$ cat src/rtl/tws_pkg.sv
// Shared constants and types for the two-wire serial master block.
package tws_pkg;

  // Register indices on the plain register port.
  localparam logic [1:0] OFS_CONTROL = 2'h0;
  localparam logic [1:0] OFS_STATUS = 2'h1;
  localparam logic [1:0] OFS_DATA = 2'h2;

  // Control register layout, most significant bit first.
  typedef struct packed {
    logic step_done_flag;
    logic ack_enable;
    logic start_request;
    logic stop_request;
    logic write_collision;
    logic interface_enable;
    logic reserved;
    logic interrupt_enable;
  } tws_ctrl_t;

  localparam logic [7:0] CONTROL_RESET = 8'h00;
  localparam logic [7:0] DATA_RESET = 8'hff;

  // Status codes; the low three bits are unused and read as zero.
  localparam logic [7:0] STATUS_CODE_MASK = 8'hf8;
  localparam logic [7:0] SC_START = 8'h08;
  localparam logic [7:0] SC_RESTART = 8'h10;
  localparam logic [7:0] SC_MT_ADDR_ACK = 8'h18;
  localparam logic [7:0] SC_MT_ADDR_NACK = 8'h20;
  localparam logic [7:0] SC_MT_DATA_ACK = 8'h28;
  localparam logic [7:0] SC_MT_DATA_NACK = 8'h30;
  localparam logic [7:0] SC_ARB_LOST = 8'h38;
  localparam logic [7:0] SC_MR_ADDR_ACK = 8'h40;
  localparam logic [7:0] SC_MR_ADDR_NACK = 8'h48;
  localparam logic [7:0] SC_MR_DATA_ACK = 8'h50;
  localparam logic [7:0] SC_MR_DATA_NACK = 8'h58;
  localparam logic [7:0] SC_IDLE = 8'hf8;

  // Bus timing: each bit is four quarter periods of the serial clock.
  localparam int CLK_PERIOD_NS = 10;
  localparam int QUARTER_NS = 2500;
  localparam logic [8:0] QUARTER_CYC =
    9'((QUARTER_NS + CLK_PERIOD_NS - 1) / CLK_PERIOD_NS);
  localparam logic [3:0] ACK_BIT = 4'h8;

  // One bit for each wire of the bus.
  typedef struct packed {
    logic scl;
    logic sda;
  } tws_line_t;

  typedef enum logic [4:0] {
    TWS_IDLE = 5'b00001,
    TWS_START = 5'b00010,
    TWS_BYTE = 5'b00100,
    TWS_HOLD = 5'b01000,
    TWS_STOP = 5'b10000
  } tws_state_t;

endpackage : tws_pkg

$ cat src/rtl/tws_master.sv
// Two-wire serial bus master: transmit and receive state handling.
//
// Added by the designer: the plain strobed port and the placing of the registers.
`timescale 1ns/10ps

module tws_master
(
  input wire logic clk,
  input wire logic rst_b,
  input wire logic [1:0] reg_addr,
  input wire logic [7:0] reg_wdata,
  input wire logic reg_wr,
  input wire logic reg_rd,
  output logic [7:0] reg_rdata,
  output logic irq,
  input wire tws_pkg::tws_line_t pin_in,
  output tws_pkg::tws_line_t pin_out,
  output tws_pkg::tws_line_t pin_oe_b
);

  tws_pkg::tws_state_t state_r;
  tws_pkg::tws_state_t state_nxt;
  tws_pkg::tws_ctrl_t ctrl_r;
  tws_pkg::tws_ctrl_t ctrl_nxt;
  tws_pkg::tws_line_t meta_r;
  tws_pkg::tws_line_t line_r;
  tws_pkg::tws_line_t line_d_r;
  tws_pkg::tws_line_t oe_b_nxt;
  logic [7:0] status_r;
  logic [7:0] status_nxt;
  logic [7:0] data_r;
  logic [7:0] shift_r;
  logic [7:0] shift_nxt;
  logic [8:0] qcnt_r;
  logic [8:0] qcnt_nxt;
  logic [1:0] phase_r;
  logic [1:0] phase_nxt;
  logic [3:0] bit_r;
  logic [3:0] bit_nxt;
  logic busy_r;
  logic lost_r;
  logic lost_nxt;
  logic rep_r;
  logic rep_nxt;
  logic addr_phase_r;
  logic addr_phase_nxt;
  logic rx_mode_r;
  logic rx_mode_nxt;
  logic ack_out_r;
  logic ack_out_nxt;
  logic pend_r;
  logic pend_nxt;
  logic flag_set;
  logic stop_done;
  logic rx_load;
  logic scl_low;
  logic sda_low;

  // Register port decode.
  wire tws_pkg::tws_ctrl_t ctrl_w = tws_pkg::tws_ctrl_t'(reg_wdata);
  wire wr_ctrl = reg_wr && (reg_addr == tws_pkg::OFS_CONTROL);
  wire wr_data = reg_wr && (reg_addr == tws_pkg::OFS_DATA);
  wire clear_req = wr_ctrl && ctrl_w.step_done_flag;
  // The enable as it stands after this cycle, so that a single write that
  // enables the interface and requests a START is not thrown away.
  wire enable_nxt = wr_ctrl ? ctrl_w.interface_enable :
                    ctrl_r.interface_enable;
  wire data_ok = wr_data && ctrl_r.step_done_flag;
  wire data_coll = wr_data && !ctrl_r.step_done_flag;
  wire [7:0] status_rd = status_r & tws_pkg::STATUS_CODE_MASK;
  wire [7:0] rd_val = (reg_addr == tws_pkg::OFS_CONTROL) ? ctrl_r :
                      (reg_addr == tws_pkg::OFS_STATUS) ? status_rd :
                      (reg_addr == tws_pkg::OFS_DATA) ? data_r : 8'h00;

  // Bus observation on the synchronised wires.
  wire scl_high = line_r.scl;
  wire sda_in = line_r.sda;
  wire bus_start = line_d_r.scl && scl_high && line_d_r.sda && !sda_in;
  wire bus_stop = line_d_r.scl && scl_high && !line_d_r.sda && sda_in;

  // Quarter-period sequencer.  Phase 2 waits for the clock wire to rise
  // so that a slave stretching the clock is honoured.
  wire run = (state_r == tws_pkg::TWS_START) ||
             (state_r == tws_pkg::TWS_BYTE) ||
             (state_r == tws_pkg::TWS_STOP);
  wire stretch = (phase_r == 2'h2) && !scl_high;
  wire step = run && !stretch && (qcnt_r == tws_pkg::QUARTER_CYC - 9'h001);
  wire last_phase = step && (phase_r == 2'h3);

  // Level for the current bit and the arbitration check on it.
  wire ack_bit = (bit_r == tws_pkg::ACK_BIT);
  wire txing = addr_phase_r || !rx_mode_r;
  wire sda_level = txing ? (ack_bit || shift_r[7]) :
                   (!ack_bit || !ack_out_r);
  wire we_drive = txing ? !ack_bit : ack_bit;
  wire lost_now = (state_r == tws_pkg::TWS_BYTE) && last_phase &&
                  we_drive && sda_level && !sda_in;
  wire ack_seen = !sda_in;

  // Outcome code of a transmitted byte.
  wire [7:0] tx_code =
    !addr_phase_r ?
      (ack_seen ? tws_pkg::SC_MT_DATA_ACK : tws_pkg::SC_MT_DATA_NACK) :
    rx_mode_r ?
      (ack_seen ? tws_pkg::SC_MR_ADDR_ACK : tws_pkg::SC_MR_ADDR_NACK) :
      (ack_seen ? tws_pkg::SC_MT_ADDR_ACK : tws_pkg::SC_MT_ADDR_NACK);
  wire [7:0] rx_code =
    ack_out_r ? tws_pkg::SC_MR_DATA_ACK : tws_pkg::SC_MR_DATA_NACK;

  // Status codes held in the wait state, grouped by what may follow.
  wire in_addr_step = (status_r == tws_pkg::SC_START) ||
                      (status_r == tws_pkg::SC_RESTART);
  wire in_rx_step = (status_r == tws_pkg::SC_MR_ADDR_ACK) ||
                    (status_r == tws_pkg::SC_MR_DATA_ACK);
  wire in_end_step = (status_r == tws_pkg::SC_MR_ADDR_NACK) ||
                     (status_r == tws_pkg::SC_MR_DATA_NACK);

  always_comb
  begin
    state_nxt = state_r;
    phase_nxt = step ? phase_r + 2'h1 : phase_r;
    bit_nxt = bit_r;
    shift_nxt = shift_r;
    status_nxt = status_r;
    lost_nxt = lost_r;
    rep_nxt = rep_r;
    addr_phase_nxt = addr_phase_r;
    rx_mode_nxt = rx_mode_r;
    ack_out_nxt = ack_out_r;
    pend_nxt = pend_r;
    flag_set = 1'b0;
    stop_done = 1'b0;
    rx_load = 1'b0;
    case (state_r)
      tws_pkg::TWS_IDLE:
      begin
        if (clear_req && ctrl_w.start_request && ctrl_w.interface_enable)
          pend_nxt = 1'b1;
        if (pend_r && !busy_r)
        begin
          state_nxt = tws_pkg::TWS_START;
          rep_nxt = 1'b0;
          pend_nxt = 1'b0;
        end
      end
      tws_pkg::TWS_START:
      begin
        if (last_phase)
        begin
          state_nxt = tws_pkg::TWS_HOLD;
          flag_set = 1'b1;
          status_nxt = rep_r ? tws_pkg::SC_RESTART :
                       tws_pkg::SC_START;
        end
      end
      tws_pkg::TWS_BYTE:
      begin
        if (lost_now)
        begin
          state_nxt = tws_pkg::TWS_HOLD;
          lost_nxt = 1'b1;
          flag_set = 1'b1;
          status_nxt = tws_pkg::SC_ARB_LOST;
        end
        else if (last_phase && ack_bit)
        begin
          state_nxt = tws_pkg::TWS_HOLD;
          flag_set = 1'b1;
          rx_load = !txing;
          status_nxt = txing ? tx_code : rx_code;
        end
        else if (last_phase)
        begin
          bit_nxt = bit_r + 4'h1;
          shift_nxt = {shift_r[6:0], sda_in};
        end
      end
      tws_pkg::TWS_HOLD:
      begin
        // A refused step drops the flag for one cycle, so software sees
        // its clear taken, then raises it again on the same status.
        if (!ctrl_r.step_done_flag)
          flag_set = 1'b1;
        if (clear_req)
        begin
          if (lost_r)
          begin
            state_nxt = tws_pkg::TWS_IDLE;
            pend_nxt = ctrl_w.start_request;
            lost_nxt = 1'b0;
            status_nxt = tws_pkg::SC_IDLE;
          end
          else if (ctrl_w.stop_request)
          begin
            state_nxt = tws_pkg::TWS_STOP;
            pend_nxt = ctrl_w.start_request;
          end
          else if (ctrl_w.start_request)
          begin
            state_nxt = tws_pkg::TWS_START;
            rep_nxt = 1'b1;
          end
          else if (in_end_step)
            state_nxt = tws_pkg::TWS_HOLD;
          else if (in_rx_step)
          begin
            state_nxt = tws_pkg::TWS_BYTE;
            bit_nxt = 4'h0;
            addr_phase_nxt = 1'b0;
            ack_out_nxt = ctrl_w.ack_enable;
          end
          else
          begin
            state_nxt = tws_pkg::TWS_BYTE;
            bit_nxt = 4'h0;
            shift_nxt = data_r;
            addr_phase_nxt = in_addr_step;
            rx_mode_nxt = in_addr_step ? data_r[0] :
                          rx_mode_r;
          end
        end
      end
      tws_pkg::TWS_STOP:
      begin
        if (last_phase)
        begin
          state_nxt = tws_pkg::TWS_IDLE;
          stop_done = 1'b1;
          status_nxt = tws_pkg::SC_IDLE;
        end
      end
      default:
        state_nxt = tws_pkg::TWS_IDLE;
    endcase
    // Disabling the interface abandons any transfer and frees the wires.
    if (!enable_nxt)
    begin
      state_nxt = tws_pkg::TWS_IDLE;
      phase_nxt = 2'h0;
      pend_nxt = 1'b0;
      lost_nxt = 1'b0;
    end
  end

  // Control register: the hardware set of the flag wins over a clear
  // arriving in the same cycle, so no completed step is ever lost.
  always_comb
  begin
    ctrl_nxt = ctrl_r;
    if (wr_ctrl)
    begin
      ctrl_nxt.ack_enable = ctrl_w.ack_enable;
      ctrl_nxt.start_request = ctrl_w.start_request;
      ctrl_nxt.stop_request = ctrl_w.stop_request;
      ctrl_nxt.interface_enable = ctrl_w.interface_enable;
      ctrl_nxt.interrupt_enable = ctrl_w.interrupt_enable;
    end
    else if (stop_done)
      ctrl_nxt.stop_request = 1'b0;
    ctrl_nxt.reserved = 1'b0;
    if (flag_set)
      ctrl_nxt.step_done_flag = 1'b1;
    else if (clear_req)
      ctrl_nxt.step_done_flag = 1'b0;
    if (data_coll)
      ctrl_nxt.write_collision = 1'b1;
    else if (data_ok)
      ctrl_nxt.write_collision = 1'b0;
  end

  // Wire drive.  Within a byte the data wire only changes in phase 1, a quarter after
  // the clock wire fell, so a data edge never meets a high clock and
  // fakes a START or STOP.  In the wait state the clock is held low unless arbitration was lost.
  always_comb
  begin
    scl_low = 1'b0;
    sda_low = !pin_oe_b.sda;
    case (state_r)
      tws_pkg::TWS_IDLE:
        sda_low = 1'b0;
      tws_pkg::TWS_START:
      begin
        scl_low = rep_r && (phase_r < 2'h2);
        sda_low = (phase_r == 2'h3);
      end
      tws_pkg::TWS_BYTE:
      begin
        scl_low = (phase_r < 2'h2);
        if (phase_r != 2'h0)
          sda_low = !sda_level;
      end
      tws_pkg::TWS_HOLD:
      begin
        scl_low = !lost_r;
        if (lost_r)
          sda_low = 1'b0;
      end
      tws_pkg::TWS_STOP:
      begin
        scl_low = (phase_r < 2'h2);
        if (phase_r != 2'h0)
          sda_low = (phase_r != 2'h3);
      end
      default:
        sda_low = 1'b0;
    endcase
    oe_b_nxt.scl = !(scl_low && ctrl_r.interface_enable);
    oe_b_nxt.sda = !(sda_low && ctrl_r.interface_enable);
  end

  always_comb
  begin
    qcnt_nxt = qcnt_r + 9'h001;
    if (!run || stretch || step)
      qcnt_nxt = 9'h000;
  end

  // Two-stage synchroniser on the wires, then one more stage for edges.
  always_ff @(posedge clk or negedge rst_b)
  begin
    if (!rst_b)
    begin
      meta_r <= 2'b11;
      line_r <= 2'b11;
      line_d_r <= 2'b11;
      busy_r <= 1'b0;
    end
    else
    begin
      meta_r <= pin_in;
      line_r <= meta_r;
      line_d_r <= line_r;
      busy_r <= bus_start || (busy_r && !bus_stop);
    end
  end

  always_ff @(posedge clk or negedge rst_b)
  begin
    if (!rst_b)
    begin
      state_r <= tws_pkg::TWS_IDLE;
      phase_r <= 2'h0;
      qcnt_r <= 9'h000;
      bit_r <= 4'h0;
      shift_r <= 8'h00;
      status_r <= tws_pkg::SC_IDLE;
    end
    else
    begin
      state_r <= state_nxt;
      phase_r <= phase_nxt;
      qcnt_r <= qcnt_nxt;
      bit_r <= bit_nxt;
      shift_r <= shift_nxt;
      status_r <= status_nxt;
    end
  end

  always_ff @(posedge clk or negedge rst_b)
  begin
    if (!rst_b)
    begin
      lost_r <= 1'b0;
      rep_r <= 1'b0;
      addr_phase_r <= 1'b0;
      rx_mode_r <= 1'b0;
      ack_out_r <= 1'b0;
      pend_r <= 1'b0;
    end
    else
    begin
      lost_r <= lost_nxt;
      rep_r <= rep_nxt;
      addr_phase_r <= addr_phase_nxt;
      rx_mode_r <= rx_mode_nxt;
      ack_out_r <= ack_out_nxt;
      pend_r <= pend_nxt;
    end
  end

  // Software loads and received bytes can never collide: loads are only
  // taken while the flag is set, bytes only arrive while it is clear.
  always_ff @(posedge clk or negedge rst_b)
  begin
    if (!rst_b)
      data_r <= tws_pkg::DATA_RESET;
    else if (rx_load)
      data_r <= shift_r;
    else if (data_ok)
      data_r <= reg_wdata;
  end

  always_ff @(posedge clk or negedge rst_b)
  begin
    if (!rst_b)
    begin
      ctrl_r <= tws_pkg::CONTROL_RESET;
      reg_rdata <= 8'h00;
      irq <= 1'b0;
      pin_out <= 2'b00;
      pin_oe_b <= 2'b11;
    end
    else
    begin
      ctrl_r <= ctrl_nxt;
      reg_rdata <= reg_rd ? rd_val : 8'h00;
      irq <= ctrl_nxt.step_done_flag && ctrl_nxt.interrupt_enable &&
             ctrl_nxt.interface_enable;
      pin_out <= 2'b00;
      pin_oe_b <= oe_b_nxt;
    end
  end

endmodule : tws_master

$ cat config.mk
export PLATFORM = sky130hd
export DESIGN_NAME = tws_master
export DESIGN_NICKNAME = d
export VERILOG_FILES = /design/src/rtl/tws_pkg.sv /design/src/rtl/tws_master.sv
export SDC_FILE = /design/constraint.sdc
export NUM_CORES = 1
export LEC_CHECK = 0
export BUFFER_PORTS_ARGS = -buffer_cell sky130_fd_sc_hd__buf_2
export CAP_MARGIN = 20
export CORE_ASPECT_RATIO = 0.8
export CORE_UTILIZATION = 45
export CTS_CLUSTER_DIAMETER = 150
export DETAILED_ROUTE_END_ITERATION = 6
export PLACE_DENSITY = 0.69
export SLEW_MARGIN = 20
export SYNTH_ARGS = -nofsm -noshare
export SYNTH_HDL_FRONTEND = slang
export SYNTH_SLANG_ARGS = --single-unit
$ cat constraint.sdc
create_clock -name clk -period 3.4 [get_ports clk]
set_input_delay 0.51 -clock clk [delete_from_list [all_inputs] [get_ports clk]]
set_output_delay 0.51 -clock clk [all_outputs]
set_load 0.02 [all_outputs]
==> metrics.cfg <==
[global_routing]
initial_antenna_violation_count = 0
grt_usage_pct = 20.6
grt_start_max_net_pins = 73
grt_pass1_vias = 2817
global_route_wire_length_before_repair_mm = 14.5
grt.overflow.total = 0

[synthesis]
yosys_warnings = 0
synthesized_instance_count = 386
synth_edf_count = 0
ys_seq_area_share_pct = 46.1
synthesis.area_per_instance_um2 = 10.3
synth_seq_cells = 72
synth-async-reset-ratio_pct = 100
synth.cell_area_um2 = 3970
dominantRegCellSynth = dfrtp_1
cell_variety_after_synth = 71

[layout]
syn_to_layout_area_delta_pct = 9.83
num_antenna_cells = 0
finish.cell_count_without_fillers = 528
num-nets-final = 436
postLayoutCoreUtil_pct = 51.2
stdcell_area_um2 = 4360
fill_cells = 753
final_layout_size_suffix_gt1_share_pct = 25.5
area_used_by_multi_input_combinational_logic_um2 = 2000
most_frequent_cells_in_the_layout = 50 x nand2_1, 50 x dfrtp_1, 33 x o21ai_0
seqCellArea_um2 = 1830

[sta]
period_minus_slack_ns = 2.42
final.hold.worst_slack_ns = 0.241
rsz0062_at_grt = no
setup_total_negative_slack_ns = 0
drv_slew = 0
timing.final.setup_violations = 0
postLayoutSetupSlackWorst_ns = 0.977
max_slew.worst_pin.slew_ns = 0.902
clock-skew-final_ns = 0.0157
relative_max_transition_margin_pct = 39.9
fin_crit_sh_pct = 71.3
finalHoldViolCount = 0
max_freq_ghz = 0.413

[clocking]
cts_tree = built
resized_cells_post_cts = 0
clock_tree.htree_level_count = 3
post-cts-setup-buffer-count = 0
clk-insertion-delay-late_ns = 0.36
cts_made_buffers = 9
cts_hold_buffers = 0
ctsRootBufferMaster = clkbuf_8
clock_path_buffers = 2
clkSlewWorstSetupHoldPaths_ns = 0.09
cts.sink_count = 72

[route]
drt_drc_violations_left = 0
drtIter0Drc = 206
routed_via_density = 5.67
drt-pass1-iter-count = 5
wl_per_cell_um = 16.6
vias = 2996
finalWirelength_mm = 8.74
ant_nets = 0

[power]
cell_internal_pwr_mw = 1.43
design_power_total_mw = 2.04
power_frac_seq_pct = 51.8
power.density_nw_per_um2 = 467
vdd.ir_drop.worst_v = 0.000292
power_leakage_nw = 1.91
power.combinational.fraction_pct = 14.3
power.share.clock_pct = 33.9
power.share.switching_pct = 29.8
net-switching-power_mw = 0.607

[die]
core-area_um2 = 8520
core_rows = 30
die_width_um = 107
fp.dieArea_um2 = 9200
ios = 29
initial_utilization_pct = 46.6
die_height_um = 86.0

[setup_path]
critPathMaxFanout = 17
crit_required_ns = 3.68
worstSetupPathType = flop to flop
crit_start_category = flop
cp.arrival_ns = 2.70
crit_path_end_kind = flop

[outcome]
result_of_the_run = completed

[placed_design]
post_detailed_placement_cell_area_um2 = 4160
placedCellCount = 512
gp_congestion = 0.888
detailed_place_hpwl_mm = 6.21
buffer_ports.inserted = 26
preCtsSetupSlack_ns = 0.981

[run]
maxCapViolations = 0

[hold_path]
classification_of_the_worst_slack_hold_path = input pin to flop

## worst max-delay path, cell delays in order, from the launching register on
cell     delay, ns
dfstp_2       0.62
or3_1         0.36
or2_1         0.58
nand2_1       0.20
o32a_1        0.32
mux2_2        0.26
## Yosys cell counts, types with 2 or more instances
master	instances	share of area [%]
nand3_1	8	1.0
and4_1	3	0.66
a221oi_1	2	0.44
nand2b_1	8	1.3
a211o_1	2	0.44
o221ai_1	2	0.44
nand4_1	2	0.32
xor2_1	3	0.66
buf_4	2	0.38
dfstp_2	22	15
and2_1	6	0.95
nor2_1	26	2.5
clkbuf_1	3	0.28
buf_2	7	0.88
a31oi_1	6	0.95
and3_1	6	0.95
o31ai_1	4	0.76
o21ai_0	33	4.2
nand2_1	50	4.7
nor4_4	2	1.1
xnor2_1	6	1.3
nand3b_1	2	0.38
nor2b_1	6	0.95
ha_1	9	2.8
inv_1	9	0.85
dfrtp_1	50	32
buf_6	4	1.1
mux2_2	18	5.1
or3_1	4	0.63
mux2i_1	20	5.0
nor3_1	9	1.1
nand4b_1	2	0.44
a21oi_1	12	1.5
## kinds of logic after synthesis
| kind of cell | synth area share (%) |
|---|---|
| compound gates | 13.7 |
| xor+xnor | 1.99 |
| fa+ha+maj | 2.84 |
| buf+inv | 3.62 |
| flops | 46.1 |
| mux | 10.1 |
| other cells | 0.0945 |
| simple gates | 21.5 |
## layout make-up
type | count | share of cell area [%]
clock buffers | 10 | 2.93
clock inverters | 6 | 1.58
inverters | 9 | 0.775
flip-flops and latches | 72 | 42.0
well taps | 112 | 3.21
repair buffers | 30 | 3.67
multi-input cells | 289 | 45.9
## final timing paths
path / startpoint / to / slack, ns / cells after the start
max in group asynchronous: rst_b / bit_r[1] / 2.45 / 2
worst min-delay path: pin_in[1] / meta_r[1] / 0.24 / 1
worst max register to register: state_r[0] / status_r[4] / 0.98 / 5
min in group asynchronous: rst_b / state_r[4] / 0.35 / 2
worst min register to register: meta_r[0] / sda_in / 0.36 / 0
worst max-delay path: state_r[0] / status_r[4] / 0.98 / 5
## power by group through the flow
stage               Clock (mW)  Sequential (mW)  Combinational, mW
floorplan                    0             1.03              0.231
CTS                      0.700             1.05              0.293
global route             0.744             1.07              0.327
detailed placement           0             1.07              0.292
finish                   0.691             1.06              0.292
global placement             0             1.06              0.287
## registers in the layout, summed over array words and instances (netlist names), 2 cells and up
name and cells:
reg_rdata 8, data_r 8, pin_oe_b 2, bit_r 4, ctrl_r 7, status_r 5
qcnt_r 9, line_d_r 2, meta_r 2, phase_r 2, shift_r 8, state_r 5
## routing by layer
| metal | vias up | part of all wire [%] | global-route usage [%] |
|---|---|---|---|
| met5 | - | 0 | 0 |
| met4 | 0 | 1.3 | 5.98 |
| met3 | 9 | 6.7 | 6.46 |
| met2 | 100 | 44 | 30.3 |
| met1 | 1461 | 48 | 29.0 |
| li1 | 1426 | - | - |
(Power assumes the default switching activity.)
